[config.mk]
export PLATFORM = sky130hd
export DESIGN_NAME = dsspt_top
export DESIGN_NICKNAME = d
export VERILOG_FILES = /design/src/dsspt_pkg.sv /design/src/dsspt_channel.sv /design/src/dsspt_prescale.sv /design/src/dsspt_top.sv
export SDC_FILE = /design/constraint.sdc
export NUM_CORES = 1
export LEC_CHECK = 0
export BUFFER_PORTS_ARGS = -buffer_cell sky130_fd_sc_hd__buf_2
export CORE_AREA = 8 8 140 142
export CTS_BUF_LIST = sky130_fd_sc_hd__clkbuf_4
export DETAILED_ROUTE_END_ITERATION = 6
export DIE_AREA = 0 0 148 150
export GPL_TIMING_DRIVEN = 1
export PLACE_DENSITY = 0.66
export SLEW_MARGIN = 20
export SYNTH_ARGS = -nofsm -noshare
export SYNTH_HDL_FRONTEND = slang
export SYNTH_HIERARCHICAL = 1
export SYNTH_SLANG_ARGS = --single-unit
[constraint.sdc]
create_clock -name ref_clk -period 5.4 [get_ports ref_clk]
set_clock_uncertainty 0.05 [all_clocks]
set_input_delay 1.08 -clock ref_clk [delete_from_list [all_inputs] [get_ports ref_clk]]
set_output_delay 1.08 -clock ref_clk [all_outputs]
set_load 0.05 [all_outputs]
[src/dsspt_pkg.sv]
`default_nettype none
package dsspt_pkg;
  localparam int DATA_W = 16;
  localparam int ADDR_W = 3;

  // Register offsets
  localparam logic [2:0] REG_CTRL    = 3'h0;
  localparam logic [2:0] REG_COUNT   = 3'h1;
  localparam logic [2:0] REG_CMP_A   = 3'h2;
  localparam logic [2:0] REG_CMP_B   = 3'h3;
  localparam logic [2:0] REG_CAP_TOP = 3'h4;
  localparam logic [2:0] REG_FLAGS   = 3'h5;
  localparam logic [2:0] REG_IRQ_EN  = 3'h6;

  // Control register fields
  localparam int CTRL_MODE_LSB   = 0;
  localparam int CTRL_CLKSEL_LSB = 4;
  localparam int CTRL_ACT_A_LSB  = 8;
  localparam int CTRL_ACT_B_LSB  = 10;
  localparam int CTRL_DIR_A_BIT  = 12;
  localparam int CTRL_DIR_B_BIT  = 13;
  localparam int CTRL_DOWN_BIT   = 15;

  // Flag bits
  localparam int FLAG_OVF   = 0;
  localparam int FLAG_CMP_A = 1;
  localparam int FLAG_CMP_B = 2;
  localparam int FLAG_CAP   = 3;

  // Reset values
  localparam logic [15:0] REG_RST    = 16'h0000;
  localparam logic [3:0]  FLAGS_RST  = 4'h0;
  localparam logic [15:0] BOTTOM     = 16'h0000;

  // Waveform modes
  localparam logic [3:0] MODE_PFC_CAP  = 4'h8;
  localparam logic [3:0] MODE_PFC_CMPA = 4'h9;
  localparam logic [3:0] MODE_PC_CMPA  = 4'he;

  // Output actions
  localparam logic [1:0] ACT_OFF    = 2'h0;
  localparam logic [1:0] ACT_TOGGLE = 2'h1;
  localparam logic [1:0] ACT_NONINV = 2'h2;
  localparam logic [1:0] ACT_INV    = 2'h3;

  // Clock selects and divider terminal counts
  localparam logic [2:0] CS_STOP    = 3'h0;
  localparam logic [2:0] CS_DIV1    = 3'h1;
  localparam logic [2:0] CS_DIV8    = 3'h2;
  localparam logic [2:0] CS_DIV64   = 3'h3;
  localparam logic [2:0] CS_DIV256  = 3'h4;
  localparam logic [2:0] CS_DIV1024 = 3'h5;
  localparam logic [9:0] LAST_DIV1    = 10'h000;
  localparam logic [9:0] LAST_DIV8    = 10'h007;
  localparam logic [9:0] LAST_DIV64   = 10'h03f;
  localparam logic [9:0] LAST_DIV256  = 10'h0ff;
  localparam logic [9:0] LAST_DIV1024 = 10'h3ff;

  typedef enum logic {DSSPT_UP, DSSPT_DOWN} dsspt_dir_t;

  function automatic logic dsspt_is_dual(input logic [3:0] mode);
    return (mode == MODE_PFC_CAP) || (mode == MODE_PFC_CMPA);
  endfunction

  function automatic logic dsspt_toggle_ok(input logic [3:0] mode);
    return (mode == MODE_PFC_CMPA) || (mode == MODE_PC_CMPA);
  endfunction
endpackage
`default_nettype wire

[src/dsspt_channel.sv]
`timescale 1ns/1ps
`default_nettype none
module dsspt_channel
  import dsspt_pkg::*;
(
  input  wire logic       ref_clk,    // I/O clock
  input  wire logic       reset_n,    // Sync reset
  input  wire logic       match,      // Compare match this tick
  input  wire logic       slope_down, // Match belongs to down slope
  input  wire logic [1:0] action,     // Output action select
  input  wire logic       toggle_ok,  // Toggle allowed for this channel
  output var  logic       oc          // Compare output level
);
  typedef struct packed {
    logic oc;
  } dsspt_ch_state_t;

  dsspt_ch_state_t st;
  dsspt_ch_state_t next_st;

  always_comb begin
    next_st = st;
    if (match) begin
      case (action)
        ACT_TOGGLE: begin
          if (toggle_ok) begin
            next_st.oc = ~st.oc;
          end
        end
        ACT_NONINV: next_st.oc = slope_down;
        ACT_INV:    next_st.oc = ~slope_down;
        default:    next_st.oc = st.oc;
      endcase
    end
  end

  always_ff @(posedge ref_clk) begin
    if (!reset_n) begin
      st <= '0;
    end else begin
      st <= next_st;
    end
  end

  assign oc = st.oc;
endmodule
`default_nettype wire

[src/dsspt_prescale.sv]
`timescale 1ns/1ps
`default_nettype none
module dsspt_prescale
  import dsspt_pkg::*;
(
  input  wire logic       ref_clk,  // I/O clock
  input  wire logic       reset_n,  // Sync reset
  input  wire logic [2:0] clk_sel,  // Divider select
  output var  logic       tick      // One-cycle timer tick
);
  typedef struct packed {
    logic [9:0] div_cnt;
    logic       tick;
  } dsspt_pre_state_t;

  dsspt_pre_state_t st;
  dsspt_pre_state_t next_st;
  logic [9:0]       last;

  always_comb begin
    case (clk_sel)
      CS_DIV1:    last = LAST_DIV1;
      CS_DIV8:    last = LAST_DIV8;
      CS_DIV64:   last = LAST_DIV64;
      CS_DIV256:  last = LAST_DIV256;
      CS_DIV1024: last = LAST_DIV1024;
      default:    last = LAST_DIV1;
    endcase
    next_st = st;
    if (clk_sel == CS_STOP || clk_sel > CS_DIV1024) begin
      next_st.div_cnt = '0;
      next_st.tick = 1'b0;
    end else if (st.div_cnt >= last) begin
      next_st.div_cnt = '0;
      next_st.tick = 1'b1;
    end else begin
      next_st.div_cnt = st.div_cnt + 10'h001;
      next_st.tick = 1'b0;
    end
  end

  always_ff @(posedge ref_clk) begin
    if (!reset_n) begin
      st <= '0;
    end else begin
      st <= next_st;
    end
  end

  assign tick = st.tick;
endmodule
`default_nettype wire

[src/dsspt_top.sv]
// What this block does
// - Modes 8 and 9 count 0 up to TOP, down to 0, repeating.
// - Non-inverting clears on up-count match, sets on down; inverting reversed.
// - TOP comes from capture/top in mode 8, compare A in mode 9.
// - Counter holds TOP for exactly one tick before counting down.
// - Channel flag sets whenever counter equals its active compare value.
// - Overflow flag sets at BOTTOM, same tick compares load from buffers.
// - Compare A or capture flag sets on reaching TOP, per TOP source.
// - Compare above TOP never matches; software keeps TOP above compares.
// - Action 2 gives non-inverted PWM, action 3 inverted.
// - Waveform reaches pin only when pin direction bit selects output.
// - Tick divides clock by 1, 8, 64, 256 or 1024.
// - Compare at BOTTOM holds output low, at TOP high; inverted opposite.
// - Mode 9 with action 1 toggles output A each match.
// - Written compares go to a buffer, copied to active at BOTTOM.
// - Counter fully synchronous; tick is only a clock enable.
// - Action 1 toggles A only in modes 9 or 14; B disconnected.
// - Action 0 disconnects output; pin keeps normal port function.
//
// The address map and the plain strobed port were left to the implementer.
`timescale 1ns/1ps
`default_nettype none
module dsspt_top
  import dsspt_pkg::*;
(
  input  wire logic [ADDR_W-1:0] reg_addr,      // Register address
  input  wire logic [DATA_W-1:0] reg_wdata,     // Write data
  input  wire logic              reg_wr,        // Write strobe
  input  wire logic              reg_rd,        // Read strobe
  output var  logic [DATA_W-1:0] reg_rdata,     // Read data, cycle after strobe
  input  wire logic              ref_clk,       // I/O clock
  input  wire logic              reset_n,       // Sync reset
  input  wire logic              port_data_a,   // Normal port value, pin A
  input  wire logic              port_data_b,   // Normal port value, pin B
  output var  logic              pin_out_a,     // Pin A drive level
  output var  logic              pin_oe_a,      // Pin A output enable
  output var  logic              pin_out_b,     // Pin B drive level
  output var  logic              pin_oe_b,      // Pin B output enable
  output var  logic              irq_req        // Interrupt request level
);
  typedef struct packed {
    logic [3:0]  mode;
    logic [2:0]  clk_sel;
    logic [1:0]  act_a;
    logic [1:0]  act_b;
    logic        dir_a;
    logic        dir_b;
    logic [15:0] cnt;
    dsspt_dir_t  cnt_dir;
    logic [15:0] buf_a;
    logic [15:0] buf_b;
    logic [15:0] cmp_a;
    logic [15:0] cmp_b;
    logic [15:0] cap_top;
    logic [3:0]  flags;
    logic [3:0]  irq_en;
    logic [15:0] rdata;
    logic        irq;
    logic        pin_out_a;
    logic        pin_oe_a;
    logic        pin_out_b;
    logic        pin_oe_b;
  } dsspt_top_state_t;

  dsspt_top_state_t st;
  dsspt_top_state_t next_st;

  logic        tick;
  logic        oc_a;
  logic        oc_b;
  logic        run;
  logic [15:0] top_val;
  logic        at_top;
  logic        at_bottom;
  logic        slope_down;
  logic [15:0] eff_cmp_a;
  logic [15:0] eff_cmp_b;
  logic        match_a;
  logic        match_b;
  logic        conn_a;
  logic        conn_b;
  logic [3:0]  flag_set;
  logic [3:0]  flag_clr;
  logic        wr_ctrl;
  logic        wr_count;
  logic        wr_cmp_a;
  logic        wr_cmp_b;
  logic        wr_cap_top;
  logic        wr_irq_en;
  logic        wr_flags;

  // Control word as read back, count-down status included
  function automatic logic [15:0] ctrl_word(input dsspt_top_state_t s);
    logic [15:0] w;
    w = '0;
    w[CTRL_MODE_LSB +: 4] = s.mode;
    w[CTRL_CLKSEL_LSB +: 3] = s.clk_sel;
    w[CTRL_ACT_A_LSB +: 2] = s.act_a;
    w[CTRL_ACT_B_LSB +: 2] = s.act_b;
    w[CTRL_DIR_A_BIT] = s.dir_a;
    w[CTRL_DIR_B_BIT] = s.dir_b;
    w[CTRL_DOWN_BIT] = (s.cnt_dir == DSSPT_DOWN);
    return w;
  endfunction

  dsspt_prescale u_prescale (
    .ref_clk (ref_clk),
    .reset_n (reset_n),
    .clk_sel (st.clk_sel),
    .tick    (tick)
  );

  dsspt_channel u_chan_a (
    .ref_clk    (ref_clk),
    .reset_n    (reset_n),
    .match      (match_a),
    .slope_down (slope_down),
    .action     (st.act_a),
    .toggle_ok  (dsspt_toggle_ok(st.mode)),
    .oc         (oc_a)
  );

  // Channel B never toggles
  dsspt_channel u_chan_b (
    .ref_clk    (ref_clk),
    .reset_n    (reset_n),
    .match      (match_b),
    .slope_down (slope_down),
    .action     (st.act_b),
    .toggle_ok  (1'b0),
    .oc         (oc_b)
  );

  // Counter, compare and flag events, all qualified by the tick
  always_comb begin
    run = tick && dsspt_is_dual(st.mode);
    top_val = (st.mode == MODE_PFC_CMPA) ? st.cmp_a : st.cap_top;
    // TOP held one tick while still marked up-counting
    at_top = (st.cnt_dir == DSSPT_UP) && (st.cnt >= top_val);
    at_bottom = (st.cnt_dir == DSSPT_DOWN) && (st.cnt == BOTTOM);
    // Match at TOP acts as down slope, at BOTTOM as up slope
    if (at_top) begin
      slope_down = 1'b1;
    end else if (at_bottom) begin
      slope_down = 1'b0;
    end else begin
      slope_down = (st.cnt_dir == DSSPT_DOWN);
    end
    // New buffered value already counts in the loading tick
    eff_cmp_a = at_bottom ? st.buf_a : st.cmp_a;
    eff_cmp_b = at_bottom ? st.buf_b : st.cmp_b;
    // A compare above TOP is never equal to the count
    match_a = run && (st.cnt == eff_cmp_a);
    match_b = run && (st.cnt == eff_cmp_b);
    flag_set = '0;
    flag_set[FLAG_OVF] = run && at_bottom;
    flag_set[FLAG_CMP_A] = match_a || (run && at_top && st.mode == MODE_PFC_CMPA);
    flag_set[FLAG_CMP_B] = match_b;
    flag_set[FLAG_CAP] = run && at_top && (st.mode == MODE_PFC_CAP);
  end

  // Output connection to pins
  always_comb begin
    conn_a = (st.act_a == ACT_NONINV) || (st.act_a == ACT_INV);
    if (st.act_a == ACT_TOGGLE) begin
      conn_a = dsspt_toggle_ok(st.mode);
    end
    conn_b = (st.act_b == ACT_NONINV) || (st.act_b == ACT_INV);
  end

  // Register bus decode
  always_comb begin
    wr_ctrl = reg_wr && (reg_addr == REG_CTRL);
    wr_count = reg_wr && (reg_addr == REG_COUNT);
    wr_cmp_a = reg_wr && (reg_addr == REG_CMP_A);
    wr_cmp_b = reg_wr && (reg_addr == REG_CMP_B);
    wr_cap_top = reg_wr && (reg_addr == REG_CAP_TOP);
    wr_irq_en = reg_wr && (reg_addr == REG_IRQ_EN);
    wr_flags = reg_wr && (reg_addr == REG_FLAGS);
    flag_clr = '0;
    if (wr_flags) begin
      flag_clr = reg_wdata[3:0];
    end
  end

  always_comb begin
    next_st = st;

    if (wr_ctrl) begin
      next_st.mode = reg_wdata[CTRL_MODE_LSB +: 4];
      next_st.clk_sel = reg_wdata[CTRL_CLKSEL_LSB +: 3];
      next_st.act_a = reg_wdata[CTRL_ACT_A_LSB +: 2];
      next_st.act_b = reg_wdata[CTRL_ACT_B_LSB +: 2];
      next_st.dir_a = reg_wdata[CTRL_DIR_A_BIT];
      next_st.dir_b = reg_wdata[CTRL_DIR_B_BIT];
    end
    if (wr_cmp_a) begin
      next_st.buf_a = reg_wdata;
    end
    if (wr_cmp_b) begin
      next_st.buf_b = reg_wdata;
    end
    if (wr_cap_top) begin
      // Takes effect at once, so only safe for a fixed TOP
      next_st.cap_top = reg_wdata;
    end
    if (wr_irq_en) begin
      next_st.irq_en = reg_wdata[3:0];
    end

    // Dual-slope count
    if (run) begin
      if (at_top) begin
        next_st.cnt_dir = DSSPT_DOWN;
        next_st.cnt = st.cnt - 16'h0001;
      end else if (at_bottom) begin
        next_st.cnt_dir = DSSPT_UP;
        next_st.cnt = st.cnt + 16'h0001;
        next_st.cmp_a = st.buf_a;
        next_st.cmp_b = st.buf_b;
      end else if (st.cnt_dir == DSSPT_UP) begin
        next_st.cnt = st.cnt + 16'h0001;
      end else begin
        next_st.cnt = st.cnt - 16'h0001;
      end
    end
    // Outside dual-slope modes the buffers pass straight through
    if (!dsspt_is_dual(st.mode)) begin
      next_st.cmp_a = st.buf_a;
      next_st.cmp_b = st.buf_b;
    end
    // Software write to the count wins over counting
    if (wr_count) begin
      next_st.cnt = reg_wdata;
    end

    // Set wins over a clear in the same cycle
    next_st.flags = (st.flags & ~flag_clr) | flag_set;
    next_st.irq = |(next_st.flags & next_st.irq_en);

    // Read data stands only in the cycle after the strobe
    next_st.rdata = '0;
    if (reg_rd) begin
      case (reg_addr)
        REG_CTRL:    next_st.rdata = ctrl_word(st);
        REG_COUNT:   next_st.rdata = st.cnt;
        REG_CMP_A:   next_st.rdata = st.buf_a;
        REG_CMP_B:   next_st.rdata = st.buf_b;
        REG_CAP_TOP: next_st.rdata = st.cap_top;
        REG_FLAGS:   next_st.rdata[3:0] = st.flags;
        REG_IRQ_EN:  next_st.rdata[3:0] = st.irq_en;
        default:     next_st.rdata = '0;
      endcase
    end

    // Pin drive; disconnected pins keep their port value
    next_st.pin_out_a = conn_a ? oc_a : port_data_a;
    next_st.pin_out_b = conn_b ? oc_b : port_data_b;
    next_st.pin_oe_a = st.dir_a;
    next_st.pin_oe_b = st.dir_b;
  end

  always_ff @(posedge ref_clk) begin
    if (!reset_n) begin
      st <= '0;
      st.cnt <= BOTTOM;
      st.cnt_dir <= DSSPT_UP;
      // Clock stopped so nothing moves until software starts it
      st.clk_sel <= CS_STOP;
      st.buf_a <= REG_RST;
      st.buf_b <= REG_RST;
      st.cmp_a <= REG_RST;
      st.cmp_b <= REG_RST;
      st.cap_top <= REG_RST;
      st.flags <= FLAGS_RST;
    end else begin
      st <= next_st;
    end
  end

  assign reg_rdata = st.rdata;
  assign pin_out_a = st.pin_out_a;
  assign pin_oe_a = st.pin_oe_a;
  assign pin_out_b = st.pin_out_b;
  assign pin_oe_b = st.pin_oe_b;
  assign irq_req = st.irq;
endmodule
`default_nettype wire

==> results.json, run 1 <==
{
  "rsz0062_at_grt": "false",
  "cts_buffer_depth": 2,
  "area_growth_pct": 5.40,
  "cp_slowest_cell": "and2_1",
  "setup.worst_path.start": "st[137]",
  "r2r-start": "st[137]",
  "layout_setup_ws_ns": 1.07,
  "wirelength_um": 27400,
  "antenna_found_initial": 1,
  "dieArea_mm2": 0.0222,
  "yosys-top-cells-count": "220 x nand2_1, 152 x dfxtp_1, 129 x a21oi_1",
  "post-route-drc-count": 0,
  "core_area_mm2": 0.0175,
  "ys_async_sr_fraction": 0,
  "drv_slew": 0,
  "endpoint_kind": "flop",
  "cts_buffers": 17,
  "fin_tns_setup_ns": 0,
  "nets": 1125,
  "max_slew_margin": 0.319,
  "grt_pass1_vias": 7192,
  "clock_latency_ns": 0.56,
  "cp-start-kind": "flop",
  "ant_nets": 0,
  "fin_crit_ns": 4.33,
  "cts_setup_buffers": 0,
  "path_max_fanout": 12,
  "peakVddDrop_uv": 150,
  "reg2reg_to": "st[125]",
  "chipHeight_um": 150,
  "hp-class": "flop to flop",
  "overflow": 0,
  "syn_inst": 1079,
  "die_x_um": 148,
  "hold_violations": 0,
  "regToRegSetupSlack_ns": 1.07,
  "drive_above_1_share": 0.104,
  "critical_path.cell_chain": "nor3b_1, and2_1, mux2_2, ha_1, nand2b_1, a211oi_1, o21a_1, o21ai_2, or3_4, or4_4, a2111o_1, nand3_1",
  "fin_crit_sh": 0.802,
  "ctsHoldBuffers": 0,
  "wl_per_cell_um": 20.9,
  "synth_area_leaders": "dfxtp_1 36%, nand2_1 9.7%, a21oi_1 7.6%",
  "preCtsSetupSlack_ns": 1.14,
  "synth.avg_cell_area_um2": 7.88,
  "reg2reg_depth": 12,
  "synth.cell_area_mm2": 0.00850,
  "dr.pass1.iters": 5,
  "grt_start_max_net_pins": 41,
  "via_per_inst": 6.16,
  "cts_tree": "built",
  "grt_usage": 0.247,
  "fillCellCount": 1739,
  "portBuffers": 45,
  "num_rows": 49,
  "whs_path_depth": 2,
  "path_clk_slew_ns": 0.13,
  "synth_edf_count": 0,
  "gp_congestion": 0.986,
  "cp_slowest_stage_delay_ns": 0.70,
  "synth_top_cell_by_area": "dfxtp_1",
  "maxCapViolCount": 0,
  "p_leak_nw": 3.18,
  "yosysSeqAreaShare": 0.358,
  "crit_type": "flop to flop",
  "dpl.hpwl_um": 19700,
  "power.density_mw_per_mm2": 244,
  "fmax_ghz": 0.231,
  "yosysMostFrequentCell": "nand2_1",
  "vias": 8078,
  "synth_ff_type": "dfxtp_1",
  "critPathArrivalTime_ns": 4.78,
  "clock-sinks": 152,
  "synth-warning-count": 6,
  "root_buffer": "clkbuf_4",
  "crit_end": "st[125]",
  "crit_required_ns": 5.86,
  "status": "finished clean",
  "ys_seq_elements": 152,
  "tightest_slew_ns": 1.02,
  "synth_top_cell_area_share": 0.358,
  "holdWs_ns": 0.412,
  "ctsHtreeMaxLevel": 4,
  "cts_resized": 0,
  "start_util": 0.485,
  "top_level_ports": 46,
  "worstHoldStart": "st[60]",
  "setup_violations": 0,
  "grt_pass1_wl_um": 42300,
  "yosysUniqueCellTypes": 73,
  "drt_iter0_drc": 874
}
## worst min-delay path by stage
| stage | endpoint | slack (ns) |
|---|---|---|
| 6_report | st[60] | 0.41 |
| 4_1_cts | st[51] | 0.41 |
| 3_5_place_dp | st[51] | 0.39 |
| 5_1_grt | st[52] | 0.43 |
| 3_3_place_gp | st[60] | 0.39 |
| 2_1_floorplan | st[51] | 0.38 |
## through the flow
step	total power, mW	util	area [µm²]	std cells
after CTS	2.19	0.511	8960	1310
after global placement	1.48	0.495	8680	1278
after floorplan	1.39	-	8500	1080
final	2.18	0.511	8960	1311
after global routing	2.27	0.511	8960	1311
after detailed placement	1.49	0.495	8680	1278
## state kept, by name, summed over array words and instances (netlist names)
| signal | cells |
|---|---|
| u_prescale/tick | 1 |
| pin_oe_b | 1 |
| st | 116 |
| pin_out_a | 1 |
| u_prescale/st | 10 |
| next_st | 2 |
| pin_out_b | 1 |
| u_chan_b/oc | 1 |
| pin_oe_a | 1 |
| irq_req | 1 |
| u_chan_a/oc | 1 |
| reg_rdata | 16 |
## critical path: cells and delay by family, from the launching register on
| family | cells | cell delay [ns] |
|---|---|---|
| and+or+nand+nor | 6 | 2.25 |
| adders and majority gates | 1 | 0.26 |
| DFF | 1 | 0.38 |
| AOI/OAI and AO/OA | 4 | 0.90 |
| muxes | 1 | 0.41 |
## logic make-up after synthesis
kind of cell | count (synthesis) | synth area share
adder cells (fa/ha/maj) | 32 | 0.0471
buffers and inverters | 118 | 0.0624
AO/OA/AOI/OAI | 248 | 0.181
multiplexers | 54 | 0.0671
flip-flops | 152 | 0.358
XOR/XNOR | 37 | 0.0381
AND/OR/NAND/NOR | 437 | 0.246
other | 1 | 0.000441
## cell usage in the layout, fill, tap and decap left out, drive strengths merged, types with 5 or more instances in the layout
| master | synthesis | layout |
|---|---|---|
| nor2b | 11 | 11 |
| xor2 | 13 | 13 |
| clkinv | 0 | 7 |
| o211ai | 6 | 6 |
| dfxtp | 152 | 152 |
| mux2i | 48 | 48 |
| nand4 | 16 | 16 |
| buf | 36 | 54 |
| or3 | 7 | 7 |
| o21ai | 26 | 26 |
| clkbuf | 49 | 19 |
| nor2 | 54 | 54 |
| nand3 | 29 | 29 |
| nor4 | 19 | 19 |
| and4 | 5 | 5 |
| inv | 33 | 32 |
| clkinvlp | 0 | 5 |
| ha | 32 | 32 |
| o2111ai | 5 | 5 |
| nand2 | 220 | 220 |
| xnor2 | 24 | 24 |
| and2 | 8 | 8 |
| a21oi | 129 | 129 |
| o22ai | 8 | 8 |
| a22oi | 16 | 16 |
| and3 | 12 | 12 |
| nor3 | 25 | 25 |
| a211oi | 12 | 12 |
| a31oi | 8 | 8 |
| nand2b | 12 | 12 |
## power breakdown
group	switching, mW	internal (mW)	total, mW	leakage (nW)
Combinational	0.188	0.102	0.290	1.81
Sequential	0.0361	1.14	1.18	1.23
Clock	0.434	0.280	0.715	0.140
Total	0.659	1.52	2.18	3.18
## final cells by class
cell class | instances | area [µm²] | share of cell area
Multi-Input combinational cell | 810 | 4930 | 0.551
Clock buffer | 19 | 143 | 0.0159
Inverter | 33 | 125 | 0.0140
Tap cell | 229 | 287 | 0.0320
Antenna cell | 1 | 2.50 | 0.000279
Sequential cell | 152 | 3040 | 0.340
Clock inverter | 13 | 131 | 0.0147
Timing Repair Buffer | 54 | 293 | 0.0327
## routing by layer
layer / routed length [µm] / part of all wire / track usage
met1: 12100 / 0.44 / 0.336
met4: 621 / 0.023 / 0.0760
met3: 2200 / 0.080 / 0.0505
met2: 12400 / 0.45 / 0.384
met5: 0 / 0 / 0
No activity file was read; power rests on OpenSTA's default activity.
==> run 2, diff against run 1 <==
--- a/config.mk
+++ b/config.mk
@@ -5,11 +5,12 @@
 export SDC_FILE = /design/constraint.sdc
 export NUM_CORES = 1
 export LEC_CHECK = 0
+export ABC_AREA = 1
 export BUFFER_PORTS_ARGS = -buffer_cell sky130_fd_sc_hd__buf_2
-export CORE_AREA = 8 8 140 142
+export CORE_AREA = 8 8 145 147
 export CTS_BUF_LIST = sky130_fd_sc_hd__clkbuf_4
 export DETAILED_ROUTE_END_ITERATION = 6
-export DIE_AREA = 0 0 148 150
+export DIE_AREA = 0 0 153 155
 export GPL_TIMING_DRIVEN = 1
 export PLACE_DENSITY = 0.66
 export SLEW_MARGIN = 20
==> constraint.sdc (replaced) <==
create_clock -name ref_clk -period 4.07 [get_ports ref_clk]
set_clock_uncertainty 0.05 [all_clocks]
set_input_delay 0.814 -clock ref_clk [delete_from_list [all_inputs] [get_ports ref_clk]]
set_output_delay 0.814 -clock ref_clk [all_outputs]
set_load 0.05 [all_outputs]
==> results.json, run 2 <==
{
  "status": "finished clean",
  "chipHeight_um": 155,
  "yosysMostFrequentCell": "nand2_1",
  "area_growth_pct": 7.58,
  "syn_inst": 1380,
  "path_clk_slew_ns": 0.15,
  "path_buf_inv": 4,
  "dpl.hpwl_um": 24400,
  "peakVddDrop_uv": 170,
  "syn_nets": 1437,
  "root_buffer": "clkbuf_4",
  "dieArea_mm2": 0.0237,
  "hold_violations": 0,
  "max_slew_margin": 0.297,
  "layout_setup_ws_ns": 0.503,
  "wirelength_um": 32100,
  "synth_top_cell_by_area": "dfxtp_1",
  "endpoint_kind": "flop",
  "synth_edf_count": 0,
  "fillCellCount": 1972,
  "synth_top_cell_area_share": 0.331,
  "grt_start_max_net_pins": 49,
  "hp-class": "primary input to flop",
  "grt_pass1_vias": 9000,
  "synth_ff_type": "dfxtp_1",
  "crit_top_cell": "nand2_1",
  "nets": 1455,
  "grt_usage": 0.271,
  "dr.pass1.iters": 6,
  "start_util": 0.484,
  "fin_tns_setup_ns": 0,
  "top_level_ports": 46,
  "ctsHtreeMaxLevel": 4,
  "synth.avg_cell_area_um2": 6.65,
  "wl_per_cell_um": 19.4,
  "critPathArrivalTime_ns": 4.04,
  "rsz0062_at_grt": "false",
  "drive_above_1_share": 0.109,
  "cts_tree": "built",
  "cts_setup_buffers": 0,
  "ant_nets": 0,
  "synth-warning-count": 6,
  "largest_reg_flops": 116,
  "tightest_slew_ns": 1.05,
  "synth.cell_area_mm2": 0.00918,
  "num_rows": 51,
  "core_area_mm2": 0.0190,
  "post-route-drc-count": 0,
  "maxCapViolCount": 0,
  "crit_required_ns": 4.54,
  "via_per_inst": 5.75,
  "crit_type": "flop to flop",
  "cp-start-kind": "flop",
  "ys_async_sr_fraction": 0,
  "fmax_ghz": 0.280,
  "yosys-top-cells-count": "313 x nand2_1, 162 x inv_1, 152 x dfxtp_1",
  "p_leak_nw": 4.30,
  "cp_slowest_cell": "o21ai_0",
  "critical_path.cell_chain": "inv_1, nor2_1, nand2_1, nor2_2, buf_4, o21ai_0, ha_1, a21oi_1, o21ai_0, nand2_1, o211ai_1, nand2_1, nand3_1, nand2_1, buf_4, inv_1, nand3_1, nand3_1, nand2_1, nand2_1, nor2_1, nor2_1",
  "yosysUniqueCellTypes": 45,
  "die_x_um": 153,
  "ys_seq_elements": 152,
  "largest-register": "st",
  "met1_usage": 0.356,
  "power.density_mw_per_mm2": 317,
  "use_met2": 0.430,
  "clock_latency_ns": 0.59,
  "fin_crit_ns": 3.57,
  "fin_crit_sh": 0.876,
  "yosysSeqAreaShare": 0.331,
  "synth_area_leaders": "dfxtp_1 33%, nand2_1 13%, o21ai_0 7.3%",
  "final_cell_mix": "313 x nand2_1, 162 x inv_1, 152 x dfxtp_1, 134 x o21ai_0, 125 x a21oi_1",
  "drt_iter0_drc": 959,
  "grt_busiest_layer": "met2",
  "grtUsageMet3": 0.0477,
  "drv_slew": 0,
  "overflow": 0,
  "crit_family": "simple AND/OR/NAND/NOR gates",
  "grt_pass1_wl_um": 50200,
  "cts_resized": 0,
  "gp_congestion": 0.977,
  "ctsHoldBuffers": 0,
  "vias": 9493,
  "preCtsSetupSlack_ns": 0.581,
  "clock-sinks": 152,
  "cts_buffers": 17,
  "portBuffers": 45,
  "mostFrequentLayoutCell": "nand2_1",
  "path_max_fanout": 33,
  "setup_violations": 0,
  "cts_buffer_depth": 2,
  "antenna_found_initial": 1,
  "cp_slowest_stage_delay_ns": 0.36
}
[run 2: cell types whose count changed after synthesis, moves of 13 or more]
| cell | previous run | this run |
|---|---|---|
| nand2_1 | 220 | 313 |
| xnor2_1 | 24 | 4 |
| nor2_1 | 54 | 97 |
| xor2_1 | 13 | 26 |
| o21ai_0 | 22 | 134 |
| mux2i_1 | 48 | 0 |
| nor3_1 | 25 | 9 |
| a22oi_1 | 16 | 3 |
| nand3_1 | 29 | 96 |
| inv_1 | 33 | 162 |
[run 2: cell type report]
class,count,area (µm²),share of cell area
sequential,152,3040,0.308
clock buffer,17,128,0.0129
timing repair buffer,79,480,0.0487
inverter,176,661,0.0669
multi-input combinational,972,5080,0.514
antenna,1,2.50,0.000253
clock inverter,15,186,0.0189
tap,238,298,0.0302
[run 2: layer usage]
metal | vias up | routed length, µm
li1 | 4584 | -
met1 | 4430 | 14100
met2 | 403 | 14200
met3 | 76 | 2600
met4 | 0 | 1170
met5 | - | 0
[run 2: path summary, 6_finish.rpt]
kind	slack (ns)	endpoint	startpoint	depth (start not counted)
max	0.50	irq_req	st[138]	22
max reg2reg	0.50	irq_req	st[138]	22
min	0.40	pin_out_a	port_data_a	3
min reg2reg	0.42	st[53]	st[53]	2
[run 2: worst min-delay path, delay by kind of cell]
| kind | cells | cell delay [ns] |
|---|---|---|
| buffers and inverters | 2 | 0.13 |
| AOI/OAI and AO/OA | 1 | 0.04 |
[run 2: where the power goes]
group | total (mW) | switching, mW | leakage [nW] | internal (mW)
Combinational | 0.547 | 0.385 | 2.91 | 0.162
Clock | 1.02 | 0.636 | 0.166 | 0.389
Sequential | 1.56 | 0.0328 | 1.23 | 1.53
[run 2: kinds of logic (layout without fill, tap and decap cells)]
family / count (synthesis) / count (layout) / synth area share
xor gates and xnor gates: 30 / 30 / 0.0286
buffers and inverters: 256 / 287 / 0.117
and+or+nand+nor: 566 / 566 / 0.272
AOI/OAI and AO/OA: 343 / 343 / 0.206
other: 1 / 2 / 0.000408
adders and majority gates: 32 / 32 / 0.0436
DFF: 152 / 152 / 0.331
[run 2: per-stage QoR]
stage	power [mW]	hold WS (ns)	utilization	cell area, µm²	std cells
2_1_floorplan	1.95	0.370	-	9180	1380
3_3_place_gp	2.13	0.391	0.504	9560	1617
4_1_cts	3.14	0.371	0.521	9870	1649
5_1_grt	3.29	0.397	0.521	9880	1650
6_report	3.13	0.403	0.521	9880	1650
3_5_place_dp	2.13	0.403	0.504	9560	1617
